==> config.mk <==
export PLATFORM = sky130hd
export DESIGN_NAME = adc_parallel_output_port
export DESIGN_NICKNAME = d
export VERILOG_FILES = /design/src/verilog/adc_port_pkg.sv /design/src/verilog/adc_parallel_output_port.sv
export SDC_FILE = /design/constraint.sdc
export NUM_CORES = 1
export LEC_CHECK = 0
export BUFFER_PORTS_ARGS = -buffer_cell sky130_fd_sc_hd__buf_4
export CAP_MARGIN = 20
export CORE_MARGIN = 2
export CORE_UTILIZATION = 40
export DETAILED_ROUTE_END_ITERATION = 10
export GPL_ROUTABILITY_DRIVEN = 0
export GPL_TIMING_DRIVEN = 1
export HOLD_SLACK_MARGIN = 0.08
export SYNTH_ARGS = -nofsm -noshare
export SYNTH_HDL_FRONTEND = slang
export SYNTH_HIERARCHICAL = 1
export SYNTH_SLANG_ARGS = --single-unit
==> constraint.sdc <==
create_clock -name CLK_I -period 4.5 [get_ports CLK_I]
set_clock_uncertainty 0.05 [all_clocks]
set_input_delay 1.35 -clock CLK_I [delete_from_list [all_inputs] [get_ports CLK_I]]
set_output_delay 1.35 -clock CLK_I [all_outputs]
set_load 0.005 [all_outputs]
==> src/verilog/adc_port_pkg.sv <==
// Constants and types shared by the converter output port design
package adc_port_pkg;

    // ------------------------------------------------------------
    // Result word format
    // ------------------------------------------------------------
    localparam int          RESULT_W      = 12;       // Result pin count
    localparam logic [11:0] CODE_MIN      = 12'h000;  // Under-range code
    localparam logic [11:0] CODE_MAX      = 12'hFFF;  // Over-range code
    localparam logic [11:0] CODE_MID      = 12'h800;  // Offset for zero
    localparam logic [11:0] WORD_RST      = 12'h000;  // Pin word at reset

    // ------------------------------------------------------------
    // Pipeline and buffering
    // ------------------------------------------------------------
    localparam int          CONV_LATENCY  = 6;        // Edges to result
    localparam int          FIFO_DEPTH    = 16;       // Buffer words
    localparam int          ANALOG_W      = 14;       // Modelled input

    // ------------------------------------------------------------
    // Timing
    // ------------------------------------------------------------
    localparam int          CLK_PERIOD_PS = 5000;     // 200 MHz clock
    localparam int          MIN_RATE_MSPS = 40;       // Least throughput
    // Longest sample spacing allowed, rounded down to whole cycles
    localparam int          MAX_SPACING_CYC =
        (1000000 / MIN_RATE_MSPS) / CLK_PERIOD_PS;

    // ------------------------------------------------------------
    // Types
    // ------------------------------------------------------------
    // Power mode of the converter
    typedef enum logic {
        MODE_ACTIVE,
        MODE_SLEEP
    } power_mode_t;

    // One conversion result travelling down the pipeline
    typedef struct packed {
        logic                valid;  // Stage holds a real sample
        logic [RESULT_W-1:0] code;   // Offset-binary result
    } sample_t;

endpackage

==> src/verilog/adc_parallel_output_port.sv <==
// Result buffer and parallel output port of the sampling converter
`timescale 1ns/1ps

// Notes on behaviour
// - One sample taken each rising clock edge
// - Output enable low drives result pins
// - Output enable high releases all pins
// - Sleep request high suspends conversion
// - Sleep request low converts every cycle
// - Twelve pins, bit 0 least significant
// - Results coded in offset binary
// - Sustain one word per clock, both sides
// - Result appears six edges after sampling
// - Clamp below 0 and above 4095

// ----------------------------------------------------------------
// Word FIFO with valid and ready on both sides
// ----------------------------------------------------------------
module result_fifo #(
    parameter int WIDTH = 12,  // Word width
    parameter int DEPTH = 16   // Word count
) (
    // Clock and reset
    input  wire logic             clk_i,
    input  wire logic             rst_i,
    // Filling side
    input  wire logic             in_valid_i,
    output logic                  in_ready_o,
    input  wire logic [WIDTH-1:0] in_data_i,
    // Draining side
    output logic                  out_valid_o,
    input  wire logic             out_ready_i,
    output logic [WIDTH-1:0]      out_data_o
);

    localparam int PTR_W = (DEPTH > 1) ? $clog2(DEPTH) : 1;
    localparam int CNT_W = $clog2(DEPTH + 1);
    localparam logic [PTR_W-1:0] PTR_LAST = PTR_W'(DEPTH - 1);
    localparam logic [CNT_W-1:0] CNT_FULL = CNT_W'(DEPTH);
    localparam logic [PTR_W-1:0] PTR_ZERO = '0;
    localparam logic [CNT_W-1:0] CNT_ZERO = '0;
    localparam logic [PTR_W-1:0] PTR_ONE  = PTR_W'(1);
    localparam logic [CNT_W-1:0] CNT_ONE  = CNT_W'(1);

    logic [WIDTH-1:0] mem_reg  [DEPTH];  // Storage flops
    logic [WIDTH-1:0] mem_next [DEPTH];  // Storage next value
    logic [PTR_W-1:0] wr_ptr_reg;        // Next slot to fill
    logic [PTR_W-1:0] wr_ptr_next;
    logic [PTR_W-1:0] rd_ptr_reg;        // Oldest word
    logic [PTR_W-1:0] rd_ptr_next;
    logic [CNT_W-1:0] count_reg;         // Words held
    logic [CNT_W-1:0] count_next;
    logic             push;              // Word accepted
    logic             pop;               // Word removed

    // Honest flags from the word count
    assign in_ready_o  = (count_reg != CNT_FULL);
    assign out_valid_o = (count_reg != CNT_ZERO);
    assign out_data_o  = mem_reg[rd_ptr_reg];
    assign push        = in_valid_i && in_ready_o;
    assign pop         = out_valid_o && out_ready_i;

    // Pointer, count and storage next values
    always_comb begin
        mem_next    = mem_reg;
        wr_ptr_next = wr_ptr_reg;
        rd_ptr_next = rd_ptr_reg;
        count_next  = count_reg;
        if (push) begin
            mem_next[wr_ptr_reg] = in_data_i;
            wr_ptr_next = (wr_ptr_reg == PTR_LAST) ? PTR_ZERO
                                                   : wr_ptr_reg + PTR_ONE;
        end
        if (pop) begin
            rd_ptr_next = (rd_ptr_reg == PTR_LAST) ? PTR_ZERO
                                                   : rd_ptr_reg + PTR_ONE;
        end
        // Count moves only when one side acts alone
        if (push && !pop) begin
            count_next = count_reg + CNT_ONE;
        end else if (pop && !push) begin
            count_next = count_reg - CNT_ONE;
        end
    end

    // Register pointers and count
    always_ff @(posedge clk_i or posedge rst_i) begin
        if (rst_i) begin
            wr_ptr_reg <= PTR_ZERO;
            rd_ptr_reg <= PTR_ZERO;
            count_reg  <= CNT_ZERO;
        end else begin
            wr_ptr_reg <= wr_ptr_next;
            rd_ptr_reg <= rd_ptr_next;
            count_reg  <= count_next;
        end
    end

    // Register storage; contents are don't-care until written
    always_ff @(posedge clk_i) begin
        mem_reg <= mem_next;
    end

endmodule

// ----------------------------------------------------------------
// Converter digital core: sampler, pipeline, buffer, pin drivers
// ----------------------------------------------------------------
module adc_parallel_output_port
    import adc_port_pkg::*;
#(
    parameter int IN_W    = ANALOG_W,      // Modelled input width
    parameter int LATENCY = CONV_LATENCY,  // Edges to result
    parameter int DEPTH   = FIFO_DEPTH     // Buffer words
) (
    // Sample clock and reset
    input  wire logic                   CLK_I,
    input  wire logic                   RST_I,
    // Modelled differential input, signed, zero is mid-scale
    input  wire logic signed [IN_W-1:0] ANALOG_IN_I,
    // Control pins
    input  wire logic                   OUTPUT_EN_N_I,
    input  wire logic                   SLEEP_REQUEST_I,
    // Parallel result pins, enable low while driving
    output logic [RESULT_W-1:0]         SAMPLE_WORD_PINS_O,
    output logic [RESULT_W-1:0]         SAMPLE_WORD_PINS_OE_N_O,
    // Power mode status
    output logic                        ACTIVE_O
);

    // ------------------------------------------------------------
    // Constants of this instance
    // ------------------------------------------------------------
    // Pipeline stages before the buffer; buffer write and the
    // output register make up the remaining two edges
    localparam int PIPE_D = LATENCY - 1;
    localparam logic signed [IN_W:0] MID_EXT = (IN_W+1)'(CODE_MID);
    localparam logic signed [IN_W:0] MAX_EXT = (IN_W+1)'(CODE_MAX);
    localparam logic signed [IN_W:0] ZERO_EXT = '0;
    localparam sample_t SAMPLE_RST = '{valid: 1'b0, code: WORD_RST};

    // ------------------------------------------------------------
    // Declarations
    // ------------------------------------------------------------
    power_mode_t         mode_reg;            // Current power mode
    power_mode_t         mode_next;
    sample_t             stage_reg  [PIPE_D]; // Conversion pipeline
    sample_t             stage_next [PIPE_D];
    logic [RESULT_W-1:0] word_reg;            // Word on the pins
    logic [RESULT_W-1:0] word_next;
    logic [RESULT_W-1:0] oe_n_reg;            // Pin enables
    logic [RESULT_W-1:0] oe_n_next;
    logic                active_reg;          // Mode status flop
    logic                active_next;
    logic signed [IN_W:0] biased;             // Input plus offset
    logic [RESULT_W-1:0] clamped;             // Code after clamping
    logic                advance;             // Pipeline moves
    logic                fifo_in_ready;       // Buffer has room
    logic                fifo_out_valid;      // Buffer holds a word
    logic                fifo_out_ready;      // Pin stage takes word
    logic [RESULT_W-1:0] fifo_out_data;       // Oldest buffered word

    // ------------------------------------------------------------
    // Power mode
    // ------------------------------------------------------------
    // Mode follows the sleep request pin every edge
    always_comb begin
        mode_next = SLEEP_REQUEST_I ? MODE_SLEEP : MODE_ACTIVE;
        unique case (mode_next)
            MODE_ACTIVE: active_next = 1'b1;
            MODE_SLEEP:  active_next = 1'b0;
        endcase
    end

    // Register the mode
    always_ff @(posedge CLK_I or posedge RST_I) begin
        if (RST_I) begin
            mode_reg   <= MODE_SLEEP;
            active_reg <= 1'b0;
        end else begin
            mode_reg   <= mode_next;
            active_reg <= active_next;
        end
    end

    // ------------------------------------------------------------
    // Quantiser: offset binary with clamping
    // ------------------------------------------------------------
    // Shift the signed input by CODE_MID so input -2048 is code 0
    always_comb begin
        biased = $signed({ANALOG_IN_I[IN_W-1], ANALOG_IN_I}) + MID_EXT;
        if (biased < ZERO_EXT) begin
            clamped = CODE_MIN;
        end else if (biased > MAX_EXT) begin
            clamped = CODE_MAX;
        end else begin
            clamped = biased[RESULT_W-1:0];
        end
    end

    // ------------------------------------------------------------
    // Conversion pipeline
    // ------------------------------------------------------------
    // Stalls in sleep and when the buffer cannot take a word, so
    // nothing in flight is ever dropped
    // sleep freezes conversion
    assign advance = (mode_reg == MODE_ACTIVE) && fifo_in_ready;

    // Stage 0 catches the sample; later stages shift it along
    genvar g;
    generate
        for (g = 0; g < PIPE_D; g++) begin : g_stage
            sample_t feed;  // Word offered to this stage

            // Head takes the new sample; no stage before it exists
            if (g == 0) begin : g_head
                assign feed = '{valid: 1'b1, code: clamped};
            end else begin : g_tail
                // Move sample one stage on
                assign feed = stage_reg[g-1];
            end

            // Next value of one stage: shift in or hold
            always_comb begin
                stage_next[g] = stage_reg[g];
                if (advance) begin
                    stage_next[g] = feed;
                end
            end

            // Register one stage
            always_ff @(posedge CLK_I or posedge RST_I) begin
                if (RST_I) begin
                    stage_reg[g] <= SAMPLE_RST;
                end else begin
                    stage_reg[g] <= stage_next[g];
                end
            end
        end
    endgenerate

    // ------------------------------------------------------------
    // Result buffer
    // ------------------------------------------------------------
    // Pin stage drains one word per edge while active
    // one word per clock
    assign fifo_out_ready = (mode_reg == MODE_ACTIVE);

    // Buffer between the pipeline tail and the pin register
    result_fifo #(
        .WIDTH (RESULT_W),
        .DEPTH (DEPTH)
    ) u_fifo (
        .clk_i       (CLK_I),
        .rst_i       (RST_I),
        .in_valid_i  (advance && stage_reg[PIPE_D-1].valid),
        .in_ready_o  (fifo_in_ready),
        .in_data_i   (stage_reg[PIPE_D-1].code),
        .out_valid_o (fifo_out_valid),
        .out_ready_i (fifo_out_ready),
        .out_data_o  (fifo_out_data)
    );

    // ------------------------------------------------------------
    // Pin drivers
    // ------------------------------------------------------------
    // Next pin word: oldest buffered result, else hold the last
    always_comb begin
        word_next = word_reg;
        if (fifo_out_valid && fifo_out_ready) begin
            word_next = fifo_out_data;
        end
    end

    // Per-pin enable from the active-low output enable
    generate
        for (g = 0; g < RESULT_W; g++) begin : g_pin
            assign oe_n_next[g] = OUTPUT_EN_N_I;
        end
    endgenerate

    // Register pin word and enables
    always_ff @(posedge CLK_I or posedge RST_I) begin
        if (RST_I) begin
            word_reg <= WORD_RST;
            oe_n_reg <= '1;
        end else begin
            word_reg <= word_next;
            oe_n_reg <= oe_n_next;
        end
    end

    // ------------------------------------------------------------
    // Outputs
    // ------------------------------------------------------------
    // bit 0 is the least significant pin
    assign SAMPLE_WORD_PINS_O      = word_reg;
    assign SAMPLE_WORD_PINS_OE_N_O = oe_n_reg;
    assign ACTIVE_O                = active_reg;

endmodule

* Word level (Yosys, flattened, before mapping) *
Cells that the tools add are included.

storage, ports and cells
  word-level logic and storage cells = 75
  input bits = 18
  output and inout port bits = 25
  register bits after elaboration = 285

operators by class
  muxes and demuxes = 14
  add/sub/neg operators = 5
  bitwise operators = 4
  order comparisons = 5
  eq/ne operators = 3
  reduce and logical (&&, ||, !) cells = 11

operators with widths
  cell                      count
  $bwmux W192               1
  $mux W12                  5
  $bmux W12 S4              1
  $demux W12 S4             1
  $add A14 B13 Y15 const B  1
  $gt A15 B13 Y1 const B    1
  $lt A15 B1 Y1 const B     1
  $ge A5 B5 Y1 const B      2
  $mux W5                   2
  $not A4 Y5                2
  $add A4 B1 Y4 const B     2
  $eq A4 B4 Y1 const B      2
  $mux W4                   2
  $logic_and A1 B1 Y1       7
  $add A5 B1 Y5 const B     1
  $lt A5 B1 Y1 const B      1
  $ne A5 B5 Y1 const B      1
  $reduce_bool A5 Y1        1
  $sub A5 B1 Y5 const B     1
  $logic_not A1 Y1          2
  $not A1 Y1                2
  $pmux W1 S2               1
  $reduce_bool A2 Y1        1
  $mux W1                   1

* Depth between registers and ports, before layout *
  depth after elaboration = 8
  mapped depth = 15
  depth with buffers taken out = 12

* Hierarchy *
The synthesis kept the hierarchy.

by module, submodules not included
  module                    area an instance (um^2)  times used  sequential area each (um^2)  cells each
  result_fifo               8309.2                   1           6090.8                       419
  adc_parallel_output_port  3265.6                   1           2004.4                       333

* Least setup slack after synthesis *
Ideal clock, no wire load.

  path type = reg-to-reg
  start point = register u_fifo.count_reg[0]
  end point = register u_fifo.count_reg[4]
  buffers on the path = 3
  arrival time = 3065 ps
  stages on the path, launching flop included = 16
  setup time = 80 ps
  slack = 1305 ps
  period minus slack after synthesis = 3195 ps
  cells stage by stage = dfrtp_1 -> nor4_2 -> nand2_1 -> nor2b_1 -> buf_6 -> buf_2 -> and2_1 -> a21boi_0 -> buf_2 -> ha_1 -> inv_1 -> ha_1 -> a21o_1 -> a21oi_1 -> mux2i_1 -> xnor2_1

on the way
  longest elaborated chain between the ends = 7
  elaborated cells between the ends (all ways) = 15
  those cells by class = add/sub: 2; eq/ne: 1; mux: 2; reduce/logical: 10

ends and longest elaborated chain
  what                          RTL line                         source
  from (decl)                   adc_parallel_output_port.sv:51   logic [CNT_W-1:0] count_reg;
  from (signal assigned)        adc_parallel_output_port.sv:95   count_reg <= count_next;
  $ne A5 B5 Y1 (*)              adc_parallel_output_port.sv:57   assign in_ready_o = (count_reg != CNT_FULL);
  via fifo_in_ready             adc_parallel_output_port.sv:158  logic fifo_in_ready;
  $logic_and A1 B1 Y1           adc_parallel_output_port.sv:207  assign advance = (mode_reg == MODE_ACTIVE) && fifo_in_ready;
  $logic_and A1 B1 Y1           adc_parallel_output_port.sv:256  .in_valid_i (advance && stage_reg[PIPE_D-1].valid),
  $logic_and A1 B1 Y1 (*)       adc_parallel_output_port.sv:60   assign push = in_valid_i && in_ready_o;
  via u_fifo.push               adc_parallel_output_port.sv:53   logic push;
  $logic_not A1 Y1              adc_parallel_output_port.sv:81   end else if (pop && !push) begin
  $logic_and A1 B1 Y1           adc_parallel_output_port.sv:81
  $reduce_bool A2 Y1 (no line)  n/a

Mark *: on every way through the listed nets, which the timed path passes. The rest lies on a longest branch. The select of a mux whose other input is x is not followed.
A chain may end at the register's enable or synchronous reset.

* Worst setup path after layout *
  start point = register u_fifo.count_reg[0]
  end point = register u_fifo.count_reg[4]

on the way
  longest elaborated chain between the ends = 7
  elaborated cells between the ends (all ways) = 15
  those cells by class = add/sub: 2; eq/ne: 1; mux: 2; reduce/logical: 10

ends and longest elaborated chain
  what                          RTL line
  $ne A5 B5 Y1 (*)              adc_parallel_output_port.sv:57
  via fifo_in_ready             adc_parallel_output_port.sv:158
  $logic_and A1 B1 Y1           adc_parallel_output_port.sv:207
  $logic_and A1 B1 Y1           adc_parallel_output_port.sv:256
  $logic_and A1 B1 Y1 (*)       adc_parallel_output_port.sv:60
  $logic_not A1 Y1              adc_parallel_output_port.sv:81
  $logic_and A1 B1 Y1           adc_parallel_output_port.sv:81
  $reduce_bool A2 Y1 (no line)  n/a

Marked as above.

==> metrics.md <==
| Metric | Value |
|---|---|
| Worst R2R Start | `u_fifo/count_reg[0]$_DFFE_PP0P_` |
| Post-synthesis register bit count | `between 200 and 300` |
| Count leader, synth | `edfxtp_1` |
| Total GRT Usage | `0.142` |
| Register area share after synthesis | `0.699` |
| Layout cells sized above 1 | `0.186` |
| Highest clock rate | `~0.32 GHz` |
| DRC viols | `0` |
| Post-synthesis cell type count | `51` |
| WHS Endpoint | `g_stage[2].feed[12]$_DFFE_PP0P_` |
| Die W | `about 170 um` |
| DIE AREA | `0.0303 mm2` |
| RSZ-0062 raised after global routing | `no` |
| H-tree levels | `1` |
| Num CTS Buffers | `30` |
| Post-placement cell count | `1145` |
| Reg2Reg Setup Slack | `1.36 ns` |
| CP max stage delay | `~0.46 ns` |
| Synth Net Count | `782` |
| Fin. max-slew vios | `0` |
| Clk pin slew, worst setup/hold paths | `roughly 0.060 ns` |
| Cells on Worst Hold Path | `2` |
| Overall routed net length | `20900 um` |
| Status | `finished clean` |
| Die Span Y | `~170 um` |
| Hold crit path type | `reg2reg` |
| Vias/cell | `5.00` |
| CP endpoint kind | `flip-flop` |
| Crit-path slowest cell | `dfrtp_1` |
| CP most frequent cell | `ha_1` |
| Port-buffer cells | `between 40 and 50` |
| Critical path class | `reg2reg` |
| Hpwl dp | `13000 um` |
| Worst hold start | `g_stage[1].feed[12]$_DFFE_PP0P_` |
| Max_slew headroom | `0.283` |
| Max Cap Viol | `0` |
| Worst skew pair latency | `between 0.5 and 0.6 ns` |
| Final nets | `830` |
| CP max FO | `11` |
| Grt ovf | `0` |
| Ys async rst share | `0.326` |
| Core ar. | `~0.029 mm2` |
| Remaining antenna violation count | `0` |
| Post-synthesis cell area | `0.0116 mm2` |
| Sum Neg Setup Slack | `0 ns` |
| Worst R2R Path Depth | `13` |
| Top post-synthesis cells by area | `edfxtp_1, dfrtp_1, nand2_1, mux4_1, mux4_2` |
| # rows | `between 60 and 70` |
| Initial core utilization | `0.404` |
| Top Metal Used | `met4` |
| Ys flop type | `edfxtp_1` |
| Yosys synthesis warning count | `6` |
| Met3 WL | `about 800 um` |
| First-pass GRT wire length | `approximately 34000 um` |
| Root Buffer Master | `clkbuf_16` |
| Crit path launch type | `flip-flop` |
| Antenna violations before repair | `0` |
| WL met2 | `between 9000 and 10000 um` |
| CP cell instances | `nor4_2 > nand2_1 > nor2b_4 > and2_1 > a21boi_0 > buf_4 > ha_1 > inv_1 > ha_1 > a21o_1 > a21oi_1 > mux2i_1 > xnor2_1` |
| Iter 0 DRT Violations | `about 440` |
| Max reg flops | `between 150 and 200` |
| Top post-synthesis cells by count | `edfxtp_1, nand2_1, dfrtp_1` |
| Reg-to-reg endpoint | `u_fifo/count_reg[4]$_DFFE_PP0P_` |
| CTS Hold Bufs | `0` |
| Finished Layout Cells | `approximately 1200` |
| Vias | `about 6000` |
| CTS tree | `done` |
| Post-synth EDFFs | `~190` |
| Post-Syn Instances | `about 750` |
| Post-cts sizing count | `0` |
| Yosys top cell by area | `edfxtp_1` |
| Number of detailed-route iterations in the first pass | `4` |
| Post CTS Setup Buffer Count | `0` |
| Largest net degree at the start of global routing | `between 60 and 70` |
| Fin crit period | `between 3 and 4 ns` |
| Synthesis-to-layout area growth | `15.0%` |
| Max VDD drop | `~0.28 mV` |
| # setup viols final | `0` |
| CP top delay family | `simple AND/OR/NAND/NOR gates` |
| Syn_area_per_cell | `15.4 um2` |
| Arr. time, crit path | `3.55 ns` |
| CP Buf/Inv Count | `2` |
| Post-route clock period utilization | `0.698` |
| Vias in the first global route | `about 6100` |
| Post-synth top area share | `0.498` |
| CP Data Required Time | `a little under 5 ns` |
| Power Density | `~620 mW/mm2` |
| Clock Sinks | `~290` |
| N_diodes | `0` |
| Final Hold Viols | `0` |
| Fin util | `0.465` |
| Tightest Pin Transition | `between 1 and 1.5 ns` |
| Number of placed I/O pins | `between 40 and 50` |
| Pleak | `a little over 5 nW` |
| DR WL/cell | `approximately 17 um` |
| Wl on met1 | `between 10000 and 15000 um` |
| CTS max path bufs | `3` |
[where the power goes]
group / total [mW] / switching (mW) / internal, mW
clock network: 2.50 / 0.952 / 1.55
registers: 3.96 / 0.520 / 3.44
logic: 1.85 / 0.962 / 0.892
total: 8.31 / 2.43 / 5.88
[how the worst max path moves through the flow]
stage	slack [ns]	end	cells after the start	from
2_1_floorplan	1.05	ACTIVE_O$_DFF_PP0_	1	RST_I
3_3_place_gp	1.41	u_fifo/count_reg[4]$_DFFE_PP0P_	13	u_fifo/count_reg[0]$_DFFE_PP0P_
3_5_place_dp	1.37	u_fifo/count_reg[4]$_DFFE_PP0P_	13	u_fifo/count_reg[0]$_DFFE_PP0P_
4_1_cts	1.35	u_fifo/count_reg[4]$_DFFE_PP0P_	13	u_fifo/count_reg[0]$_DFFE_PP0P_
5_1_grt	1.09	u_fifo/count_reg[4]$_DFFE_PP0P_	13	u_fifo/count_reg[0]$_DFFE_PP0P_
6_report	1.36	u_fifo/count_reg[4]$_DFFE_PP0P_	13	u_fifo/count_reg[0]$_DFFE_PP0P_
[routing by layer]
metal	vias to the layer above	GRT usage
met4	0	0.0354
li1	2871	-
met2	100	0.229
met5	-	0
met1	3050	0.201
met3	24	0.0227
[cell type report]
cell class / instances / area [um2]
tap: 384 / 480
fill: 2461 / 15300
clock buffer: 43 / 861
inverter: 10 / 38.8
timing repair buffer: 68 / 546
clock inverter: 13 / 161
sequential: 285 / 8100
multi-input combinational: 405 / 3130
[per-stage QoR]
| step | area (um2) | power (mW) | worst slack (ns) | hold WS, ns |
|---|---|---|---|---|
| floorplan | 11600 | 5.30 | 1.05 | 0.380 |
| global placement | 12200 | 5.83 | 1.41 | 0.394 |
| detailed placement | 12200 | 5.87 | 1.37 | 0.398 |
| CTS | 13200 | 8.39 | 1.35 | 0.414 |
| global route | 13300 | 8.78 | 1.09 | 0.432 |
| finish | 13300 | 8.31 | 1.36 | 0.406 |
[tightest hold or removal path, cell delays in order (launching register included)]
cell	delay, ns
dfrtp_1	0.33
nand2_1	0.05
nand2_1	0.05
[cell usage in the layout, fill, tap and decap left out, types with 4 or more instances in the layout]
cell type,Yosys,layout
dfrtp_1,91,89
a32oi_1,12,12
buf_6,4,4
clkbuf_16,0,31
xnor2_1,5,5
a22oi_1,12,12
inv_1,10,9
o21ai_1,16,16
edfxtp_1,192,192
nor4_1,7,7
nand2_1,171,171
nor3_2,7,11
bufinv_16,0,4
mux2_1,13,13
nor3_1,9,5
ha_1,11,11
mux2i_1,37,37
clkbuf_8,0,4
mux4_1,19,19
o21ai_0,5,5
buf_4,15,63
nor2_1,23,23
a21o_1,5,5
clkbuf_1,8,8
mux4_2,17,17
clkinv_1,0,5
clkinv_2,0,4
nand2b_1,4,4
[logic make-up after synthesis]
kind of cell | count (synthesis) | synth area share
multiplexers | 87 | 0.122
adder cells (fa/ha/maj) | 12 | 0.0136
flip-flops | 285 | 0.699
XOR/XNOR | 7 | 0.00530
AO/OA/AOI/OAI | 61 | 0.0373
AND/OR/NAND/NOR | 238 | 0.0896
buffers and inverters | 62 | 0.0330
No activity file was read; power rests on OpenSTA's default activity.
